### config.mk
export PLATFORM = sky130hd
export DESIGN_NAME = perf_event_select_sources
export DESIGN_NICKNAME = d
export VERILOG_FILES = /design/src/perf_event_pkg.sv /design/src/perf_event_select_sources.sv
export VERILOG_INCLUDE_DIRS = /design/src
export SDC_FILE = /design/constraint.sdc
export NUM_CORES = 1
export LEC_CHECK = 0
export BUFFER_PORTS_ARGS = -buffer_cell sky130_fd_sc_hd__buf_2
export CELL_PAD_IN_SITES_DETAIL_PLACEMENT = 0
export CELL_PAD_IN_SITES_GLOBAL_PLACEMENT = 2
export CORE_AREA = 2 2 344 346
export CTS_CLUSTER_DIAMETER = 30
export DETAILED_ROUTE_END_ITERATION = 12
export DIE_AREA = 0 0 346 348
export PLACE_DENSITY = 0.52
export SETUP_SLACK_MARGIN = 0.4
export SYNTH_ARGS = -nofsm -noshare
export SYNTH_HDL_FRONTEND = slang
export SYNTH_SLANG_ARGS = --single-unit
### constraint.sdc
create_clock -name i_clk_sys -period 3.2 [get_ports i_clk_sys]
set_clock_uncertainty 0.15 [all_clocks]
set_input_delay 0.64 -clock i_clk_sys [delete_from_list [all_inputs] [get_ports i_clk_sys]]
set_output_delay 0.64 -clock i_clk_sys [all_outputs]
set_load 0.02 [all_outputs]
### src/perf_event_select_sources_defs.svh
`ifndef PERF_EVENT_SELECT_SOURCES_DEFS_SVH
`define PERF_EVENT_SELECT_SOURCES_DEFS_SVH

// ==========================================================
// Sizes
`define PE_NUM_CNT       10
`define PE_EVNUM_W       7
`define PE_IRQ_W         64
`define PE_NUM_INTSEL    4
`define PE_RXF_LVL_W     9
`define PE_SQ_ENTRIES    8
`define PE_INQ_ENTRY_A   0
`define PE_INQ_ENTRY_B   6
`define PE_OUTQ_ENTRY    0

// ==========================================================
// Reference events, open to every counter except its own carry event
`define PE_REF_CHAIN_BASE 1
`define PE_REF_IRQ_TOTAL  26
`define PE_REF_INQ1       54
`define PE_REF_OUTQ1      55
`define PE_REF_INQ2       56
`define PE_REF_OUTQ2      57
`define PE_REF_INQ3       58
`define PE_REF_OUTQ3      59
`define PE_REF_LIMIT      64

// ==========================================================
// Counter-specific events: {counter, event number}
`define EVK_IRQ_WAIT     {4'h8, 7'h7E}
`define EVK_IRQ_SERVICE  {4'h2, 7'h53}
`define EVK_INTSEL0      {4'h1, 7'h78}
`define EVK_INTSEL1      {4'h3, 7'h7B}
`define EVK_INTSEL2      {4'h5, 7'h77}
`define EVK_INTSEL3      {4'h6, 7'h7C}
`define EVK_PCI_IN_READ  {4'h1, 7'h7E}
`define EVK_PCI_TOTAL    {4'h7, 7'h5D}
`define EVK_P1_IN_RD     {4'h8, 7'h77}
`define EVK_P1_IN_WR     {4'h9, 7'h65}
`define EVK_P1_IN_DATA   {4'h5, 7'h7C}
`define EVK_P1_OUT_RD    {4'h6, 7'h7E}
`define EVK_P1_OUT_WR    {4'h7, 7'h7D}
`define EVK_P1_OUT_DATA  {4'h8, 7'h7C}
`define EVK_P2_IN_RD     {4'h8, 7'h46}
`define EVK_P2_IN_WR     {4'h9, 7'h40}
`define EVK_P2_IN_DATA   {4'h5, 7'h4A}
`define EVK_P2_OUT_RD    {4'h6, 7'h4A}
`define EVK_P2_OUT_WR    {4'h7, 7'h49}
`define EVK_P2_OUT_DATA  {4'h8, 7'h48}
`define EVK_P3_IN_RD     {4'h8, 7'h47}
`define EVK_P3_IN_WR     {4'h9, 7'h41}
`define EVK_P3_IN_DATA   {4'h5, 7'h4B}
`define EVK_P3_OUT_RD    {4'h6, 7'h4B}
`define EVK_P3_OUT_WR    {4'h7, 7'h53}
`define EVK_P3_OUT_DATA  {4'h8, 7'h49}
`define EVK_E1_RXF_Q1    {4'h5, 7'h6E}
`define EVK_E1_RXF_Q2    {4'h6, 7'h71}
`define EVK_E1_RXF_Q3    {4'h7, 7'h6E}
`define EVK_E1_RXF_FULL  {4'h8, 7'h6E}
`define EVK_E3_RXF_Q1    {4'h9, 7'h61}
`define EVK_E3_RXF_Q2    {4'h1, 7'h6D}
`define EVK_E3_RXF_Q3    {4'h2, 7'h74}
`define EVK_E3_RXF_FULL  {4'h3, 7'h76}
`define EVK_TRIG_IN      {4'h3, 7'h7D}
`define EVK_UART0_BAUD   {4'h1, 7'h7F}
`define EVK_UART1_BAUD   {4'h5, 7'h7F}

`endif

### src/perf_event_pkg.sv
`include "perf_event_select_sources_defs.svh"

package perf_event_pkg;
    typedef logic [`PE_EVNUM_W-1:0] event_num_t;

    typedef struct packed {
        logic                     pending_unacked;
        logic                     in_service;
        logic                     serviced;
        logic [`PE_IRQ_W-1:0]     irq_in_service;
        logic [`PE_IRQ_W-1:0]     irq_prio_nonzero;
    } irq_src_s;

    typedef struct packed {
        logic                     in_rd;
        logic                     in_wr;
        logic                     in_data;
        logic                     out_rd;
        logic                     out_wr;
        logic                     out_data;
        logic [`PE_SQ_ENTRIES-1:0] inbound_static_queue;
        logic [`PE_SQ_ENTRIES-1:0] outbound_static_queue;
    } pcie_src_s;

    typedef struct packed {
        logic                     in_mem_read;
        logic                     in_mem_readline;
        logic                     in_mem_readmult;
        logic                     trans_32;
        logic                     trans_64;
    } pci_src_s;

    typedef struct packed {
        logic [`PE_RXF_LVL_W-1:0] rx_fifo_level;
    } eth_src_s;
endpackage

### src/perf_event_select_sources.sv
`timescale 1ns/10ps
`include "perf_event_select_sources_defs.svh"

// Behaviour
// - Counter MSB falling edge gives chaining event
// - External trigger counts every asserted cycle
// - PCIe reads and writes give one pulse
// - PCIe data events active every data beat
// - Port two outbound write on counter seven
// - Interrupt wait active while unacknowledged
// - Interrupt service active while servicing
// - Four masked interrupt-select events
// - One total pulse per serviced interrupt
// - Receive FIFO quarter, half, three-quarter, full
// - Inbound queue entry 0 or 6 lifetime
// - Outbound queue entry 0 lifetime
// - PCI inbound read counts all read types
// - PCI total counts 32- and 64-bit
module perf_event_select_sources
    import perf_event_pkg::*;
#(
    parameter int CNT_W     = 32,
    parameter int RXF_DEPTH = 256
) (
    // Clock and reset
    input  wire logic                                  i_clk_sys,
    input  wire logic                                  i_rstn,
    // Event selection per counter
    input  wire event_num_t [`PE_NUM_CNT-1:0]          i_event_sel,
    input  wire logic [`PE_NUM_INTSEL-1:0][`PE_IRQ_W-1:0] i_interrupt_select_mask_pair,
    // Event sources
    input  wire irq_src_s                              i_irq,
    input  wire pci_src_s                              i_pci,
    input  wire pcie_src_s [2:0]                       i_pcie,
    input  wire eth_src_s [1:0]                        i_eth,
    input  wire logic [1:0]                            i_uart_baud,
    input  wire logic                                  i_trig_in,
    // Counters
    output logic [`PE_NUM_CNT-1:0]                     o_event,
    output logic [`PE_NUM_CNT-1:0][CNT_W-1:0]          o_count
);

    // ==========================================================
    // Parameter checks
    if (CNT_W < 2) begin : g_bad_cnt_w
        $error("CNT_W too small");
    end
    if (RXF_DEPTH < 4 || RXF_DEPTH >= (1 << `PE_RXF_LVL_W)) begin : g_bad_rxf_depth
        $error("RXF_DEPTH out of range");
    end

    localparam logic [`PE_RXF_LVL_W-1:0] RXF_Q1   = `PE_RXF_LVL_W'(RXF_DEPTH / 4);
    localparam logic [`PE_RXF_LVL_W-1:0] RXF_Q2   = `PE_RXF_LVL_W'(RXF_DEPTH / 2);
    localparam logic [`PE_RXF_LVL_W-1:0] RXF_Q3   = `PE_RXF_LVL_W'((RXF_DEPTH * 3) / 4);
    localparam logic [`PE_RXF_LVL_W-1:0] RXF_FULL = `PE_RXF_LVL_W'(RXF_DEPTH);

    // ==========================================================
    // Trigger pin synchroniser
    logic trig_meta;
    logic trig_sync;

    always_ff @(posedge i_clk_sys) begin
        if (!i_rstn) begin
            trig_meta <= 1'b0;
            trig_sync <= 1'b0;
        end else begin
            trig_meta <= i_trig_in;
            trig_sync <= trig_meta;
        end
    end

    // ==========================================================
    // Derived source events
    logic [`PE_NUM_INTSEL-1:0] int_select;
    logic [2:0]                inq_life;
    logic [2:0]                outq_life;
    logic [1:0][3:0]           rxf_thresh;
    logic                      pci_in_read;
    logic                      pci_total;

    // Masked or zero-priority requests never count as acknowledged
    genvar j;
    generate
        for (j = 0; j < `PE_NUM_INTSEL; j++) begin : g_intsel
            assign int_select[j] = |(i_irq.irq_in_service & i_irq.irq_prio_nonzero
                                     & ~i_interrupt_select_mask_pair[j]);
        end
        for (j = 0; j < 3; j++) begin : g_pcie
            assign inq_life[j] = i_pcie[j].inbound_static_queue[`PE_INQ_ENTRY_A]
                               | i_pcie[j].inbound_static_queue[`PE_INQ_ENTRY_B];
            assign outq_life[j] = i_pcie[j].outbound_static_queue[`PE_OUTQ_ENTRY];
        end
        for (j = 0; j < 2; j++) begin : g_eth
            assign rxf_thresh[j][0] = i_eth[j].rx_fifo_level > RXF_Q1;
            assign rxf_thresh[j][1] = i_eth[j].rx_fifo_level > RXF_Q2;
            assign rxf_thresh[j][2] = i_eth[j].rx_fifo_level > RXF_Q3;
            assign rxf_thresh[j][3] = i_eth[j].rx_fifo_level == RXF_FULL;
        end
    endgenerate

    assign pci_in_read = i_pci.in_mem_read | i_pci.in_mem_readline | i_pci.in_mem_readmult;
    assign pci_total   = i_pci.trans_32 | i_pci.trans_64;

    // ==========================================================
    // Carry-out chaining
    logic [`PE_NUM_CNT-1:0] msb_prev;
    logic [`PE_NUM_CNT-1:0] carry;
    logic [`PE_REF_LIMIT-1:0] ref_ev;

    always_ff @(posedge i_clk_sys) begin
        if (!i_rstn) begin
            msb_prev <= '0;
        end else begin
            for (int k = 0; k < `PE_NUM_CNT; k++) begin
                msb_prev[k] <= o_count[k][CNT_W-1];
            end
        end
    end

    always_comb begin
        ref_ev = '0;
        for (int k = 0; k < `PE_NUM_CNT; k++) begin
            carry[k] = msb_prev[k] & ~o_count[k][CNT_W-1];
            ref_ev[`PE_REF_CHAIN_BASE + k] = carry[k];
        end
        ref_ev[`PE_REF_IRQ_TOTAL] = i_irq.serviced;
        ref_ev[`PE_REF_INQ1]      = inq_life[0];
        ref_ev[`PE_REF_OUTQ1]     = outq_life[0];
        ref_ev[`PE_REF_INQ2]      = inq_life[1];
        ref_ev[`PE_REF_OUTQ2]     = outq_life[1];
        ref_ev[`PE_REF_INQ3]      = inq_life[2];
        ref_ev[`PE_REF_OUTQ3]     = outq_life[2];
    end

    // ==========================================================
    // Per-counter selection and counting
    logic [`PE_NUM_CNT-1:0] next_event;

    genvar k;
    generate
        for (k = 0; k < `PE_NUM_CNT; k++) begin : g_cnt
            logic [10:0] key;
            assign key = {4'(k), i_event_sel[k]};

            always_comb begin
                next_event[k] = 1'b0;
                if (i_event_sel[k] < `PE_EVNUM_W'(`PE_REF_LIMIT)) begin
                    // Own carry would feed back on itself; held at zero
                    if (i_event_sel[k] != `PE_EVNUM_W'(`PE_REF_CHAIN_BASE + k)) begin
                        next_event[k] = ref_ev[i_event_sel[k][5:0]];
                    end
                end else begin
                    case (key)
                        `EVK_IRQ_WAIT:    next_event[k] = i_irq.pending_unacked;
                        `EVK_IRQ_SERVICE: next_event[k] = i_irq.in_service;
                        `EVK_INTSEL0:     next_event[k] = int_select[0];
                        `EVK_INTSEL1:     next_event[k] = int_select[1];
                        `EVK_INTSEL2:     next_event[k] = int_select[2];
                        `EVK_INTSEL3:     next_event[k] = int_select[3];
                        `EVK_PCI_IN_READ: next_event[k] = pci_in_read;
                        `EVK_PCI_TOTAL:   next_event[k] = pci_total;
                        `EVK_P1_IN_RD:    next_event[k] = i_pcie[0].in_rd;
                        `EVK_P1_IN_WR:    next_event[k] = i_pcie[0].in_wr;
                        `EVK_P1_IN_DATA:  next_event[k] = i_pcie[0].in_data;
                        `EVK_P1_OUT_RD:   next_event[k] = i_pcie[0].out_rd;
                        `EVK_P1_OUT_WR:   next_event[k] = i_pcie[0].out_wr;
                        `EVK_P1_OUT_DATA: next_event[k] = i_pcie[0].out_data;
                        `EVK_P2_IN_RD:    next_event[k] = i_pcie[1].in_rd;
                        `EVK_P2_IN_WR:    next_event[k] = i_pcie[1].in_wr;
                        `EVK_P2_IN_DATA:  next_event[k] = i_pcie[1].in_data;
                        `EVK_P2_OUT_RD:   next_event[k] = i_pcie[1].out_rd;
                        `EVK_P2_OUT_WR:   next_event[k] = i_pcie[1].out_wr;
                        `EVK_P2_OUT_DATA: next_event[k] = i_pcie[1].out_data;
                        `EVK_P3_IN_RD:    next_event[k] = i_pcie[2].in_rd;
                        `EVK_P3_IN_WR:    next_event[k] = i_pcie[2].in_wr;
                        `EVK_P3_IN_DATA:  next_event[k] = i_pcie[2].in_data;
                        `EVK_P3_OUT_RD:   next_event[k] = i_pcie[2].out_rd;
                        `EVK_P3_OUT_WR:   next_event[k] = i_pcie[2].out_wr;
                        `EVK_P3_OUT_DATA: next_event[k] = i_pcie[2].out_data;
                        `EVK_E1_RXF_Q1:   next_event[k] = rxf_thresh[0][0];
                        `EVK_E1_RXF_Q2:   next_event[k] = rxf_thresh[0][1];
                        `EVK_E1_RXF_Q3:   next_event[k] = rxf_thresh[0][2];
                        `EVK_E1_RXF_FULL: next_event[k] = rxf_thresh[0][3];
                        `EVK_E3_RXF_Q1:   next_event[k] = rxf_thresh[1][0];
                        `EVK_E3_RXF_Q2:   next_event[k] = rxf_thresh[1][1];
                        `EVK_E3_RXF_Q3:   next_event[k] = rxf_thresh[1][2];
                        `EVK_E3_RXF_FULL: next_event[k] = rxf_thresh[1][3];
                        `EVK_TRIG_IN:     next_event[k] = trig_sync;
                        `EVK_UART0_BAUD:  next_event[k] = i_uart_baud[0];
                        `EVK_UART1_BAUD:  next_event[k] = i_uart_baud[1];
                        default:          next_event[k] = 1'b0;
                    endcase
                end
            end

            // One increment per active cycle, two cycles behind the source
            always_ff @(posedge i_clk_sys) begin
                if (!i_rstn) begin
                    o_event[k] <= 1'b0;
                    o_count[k] <= '0;
                end else begin
                    o_event[k] <= next_event[k];
                    if (o_event[k]) begin
                        o_count[k] <= o_count[k] + CNT_W'(1);
                    end
                end
            end
        end
    endgenerate
endmodule // perf_event_select_sources

==> qor.yml <==
status: "completed"
worst_hold_path.endpoint: "o_event[9]"
yosys.area.top_type: "sky130_fd_sc_hd__dfxtp_1"
routed-via-count: 21070
grt_max_degree: 97
min_path_type: "input port to flop"
gp_congestion: 0.9942
irDropWorstVdd_v: 0.0004454
postSynth.topFlopCell: "sky130_fd_sc_hd__dfxtp_1"
drt-total-wl_um: 118500
antenna_violations_before_repair: 48
worstSetupEndpointType: "flop"
holdPathStages: 3
leakage_nw: 12.75
cts.path.max_buffers: 3
crit_type: "flop to flop"
rows: 126
number_of_enable_type_register_cells_in_the_synthesized_netlist: 0
global_route.overflow_total: 0
dr.first_iter.drc_count: 1393
crit_fanout: 10
max-cap-violations: 0
grt_setup_unrepaired: "no"
synth.avg_cell_area_sq_um: 8.394
setup_viol: 0
relSlewSlack_pct: 43.22
register_bit_count_reported_by_yosys: 342
synth.yosys.seq_area_share_pct: 35.90
timing.setup.tns_ps: 0
global_route_wire_length_before_repair_um: 164500
startpoint_type: "flop"
tritoncts.num_buffers: 113
final-max-slew-violation-count: 0
ctsHtreeMaxLevel: 3
reg2regPathDepth: 5
layout_common_cells: "sky130_fd_sc_hd__buf_2 (840), sky130_fd_sc_hd__dfxtp_1 (342), sky130_fd_sc_hd__and2_1 (281), sky130_fd_sc_hd__nand2_1 (225), sky130_fd_sc_hd__xnor2_1 (206)"
clock.fmax_mhz: 386.9
syn_inst: 2272
synth_warnings: 0
ff2ff_setup_slack_ps: 620
critical_path_required_ps: 3600
drt.antenna.violating_nets: 0
hold_violations: 0
synth.cell_area_sq_um: 19070
input_output_buffers: 841
layout.cells.most_common: "sky130_fd_sc_hd__buf_2"
fin_cells: 4856
ioPinCount: 881
grt.total_usage_pct: 19.07
drt-pass1-iter-count: 5
timing.critical_path.arrival_ps: 2990
detail_route.drc_violations: 0
yosys.area.top_type_share_pct: 35.90
final_net_count: 3774
yosysUniqueCellTypes: 77
worstReg2RegEnd: "o_event[6]"
total_half_perimeter_wirelength_after_legalization_and_detailed_placement_um: 98580
reg2reg_start: "o_count[159]"
floorplan.initialDensity_pct: 16.30
coreArea_sq_um: 117000
tightest_slew_ps: 851.6
timing.hold.worst.start: "i_event_sel[69]"
cts.root.buffer_cell: "sky130_fd_sc_hd__clkbuf_16"
cts_num_sinks: 342
clk_pin_slew_worst_paths_ps: 40
period_minus_slack_ps: 2585
layout-drive-gt1-share_pct: 33.97
dieArea_sq_um: 120400
tritoncts_clock_tree: "yes"
grt_pass1_vias: 20930
synthArstFlopShare_pct: 0
pwr_density_cell_nw_per_um2: 552.1
layout_worst_path_cycle_share_pct: 80.77
dp_slack_ps: 234.4
flow.area_growth_from_synthesis_pct: 53.22
drt-vias-per-instance: 4.338
worst_setup_margin_ps: 615.4
drt-wirelength-per-cell_um: 24.40
die_width_um: 346
netlist_top_cells_area: "sky130_fd_sc_hd__dfxtp_1 (36%), sky130_fd_sc_hd__xnor2_1 (9.5%), sky130_fd_sc_hd__and2_1 (9.2%), sky130_fd_sc_hd__nand2_1 (4.4%), sky130_fd_sc_hd__o22ai_1 (4.4%)"
clkLatencyLatePin_ps: 680
dieHeight_um: 348
synthesis.nets: 2833
dp_cells: 4633
-- critical path: stages (launching register included) --
cell,delay (ps)
sky130_fd_sc_hd__dfxtp_1,370
sky130_fd_sc_hd__nand2b_1,580
sky130_fd_sc_hd__mux4_2,630
sky130_fd_sc_hd__a2111oi_0,380
sky130_fd_sc_hd__a222oi_1,190
sky130_fd_sc_hd__o221ai_1,180
-- sequential cells by signal, indices dropped and copies added (netlist names) --
signal / flops
o_event: 10
trig_meta: 1
o_count: 320
msb_prev: 10
trig_sync: 1
-- cells in the mapped netlist, types with 6 or more instances --
master and count:
sky130_fd_sc_hd__o22ai_1 133, sky130_fd_sc_hd__and3_1 50, sky130_fd_sc_hd__nand4_1 91, sky130_fd_sc_hd__o31ai_1 7, sky130_fd_sc_hd__and4_1 28, sky130_fd_sc_hd__nand4b_1 8, sky130_fd_sc_hd__clkbuf_1 73, sky130_fd_sc_hd__o21ai_0 63
sky130_fd_sc_hd__nor2_1 108, sky130_fd_sc_hd__mux4_2 18, sky130_fd_sc_hd__nor2b_1 48, sky130_fd_sc_hd__o211ai_1 6, sky130_fd_sc_hd__inv_1 40, sky130_fd_sc_hd__xor2_1 71, sky130_fd_sc_hd__or3_1 42, sky130_fd_sc_hd__a31oi_1 9
sky130_fd_sc_hd__a21boi_0 27, sky130_fd_sc_hd__nand2b_1 23, sky130_fd_sc_hd__ha_1 10, sky130_fd_sc_hd__or4_1 6, sky130_fd_sc_hd__xnor2_1 206, sky130_fd_sc_hd__and2_1 281, sky130_fd_sc_hd__nor3_1 42, sky130_fd_sc_hd__nand3_1 118
sky130_fd_sc_hd__nor3b_1 6, sky130_fd_sc_hd__a21oi_1 24, sky130_fd_sc_hd__mux2i_1 27, sky130_fd_sc_hd__dfxtp_1 342, sky130_fd_sc_hd__nor4_1 36, sky130_fd_sc_hd__nor4b_1 6, sky130_fd_sc_hd__nand2_1 225, sky130_fd_sc_hd__or2_2 6
-- worst max path at each step --
stage / end / slack, ps / depth (start not counted) / startpoint
2_1_floorplan: o_event[9] / 760 / 6 / i_eth[12]
6_report: o_event[6] / 620 / 5 / o_count[159]
4_1_cts: o_count[60] / 540 / 7 / o_event[1]
5_1_grt: o_count[63] / 460 / 6 / o_event[1]
3_5_place_dp: o_event[1] / 230 / 9 / i_irq[82]
3_3_place_gp: o_event[1] / 290 / 9 / i_irq[49]
-- layout make-up --
cell class,count,area [sq um]
Sequential cell,342,6847
Timing Repair Buffer,904,4732
Fill cell,13030,87750
Clock inverter,28,302.8
Multi-Input combinational cell,1812,11780
Tap cell,1536,1922
Clock buffer,180,3452
Antenna cell,14,35.03
Inverter,40,150.1
-- metrics by stage --
stage               utilization [%]  hold WS [ps]  power (mW)  instance area, sq um
detailed placement            21.73         276.5       5.554                 25420
global placement              21.73         276.9       5.566                 25420
finish                        24.98         109.8       16.13                 29220
global route                  24.96         75.49       16.76                 29200
floorplan                         -         261.9       4.797                 19070
CTS                           24.95         41.63       16.41                 29180
-- kinds of logic (layout without fill, tap and decap cells) --
family                     after synthesis  in the layout  synth area share (%)
AOI/OAI and AO/OA                      325            325                 11.01
xor gates and xnor gates               277            277                 12.72
buffers and inverters                  118           1152                 2.355
adders and majority gates               10             10                0.6560
muxes                                   48             48                 3.720
DFF                                    342            342                 35.90
and+or+nand+nor                       1152           1152                 33.64
other                                    0             14                     0
-- report_power, final --
part	switching [mW]	internal [mW]	total, mW
registers	0.0238	4.30	4.32
clock network	3.14	7.48	10.6
logic	0.736	0.460	1.20
total	3.90	12.2	16.1
-- layer usage --
metal / routed length, um / track usage [%] / share of wire, %
met1: 57100 / 27.15 / 48
met2: 48120 / 27.10 / 41
met3: 11470 / 7.413 / 9.7
met4: 1624 / 3.369 / 1.4
met5: 170 / 0 / 0.14
-- repair_timing --
action / 4_1_cts / 5_1_grt
setup endpoints to repair: 0 / 1
hold endpoints to repair: 1 / 0
hold buffers: 1 / 0
setup buffers: 0 / 0
gates resized for setup: 0 / 1
Power figures use the tool's default switching activity.
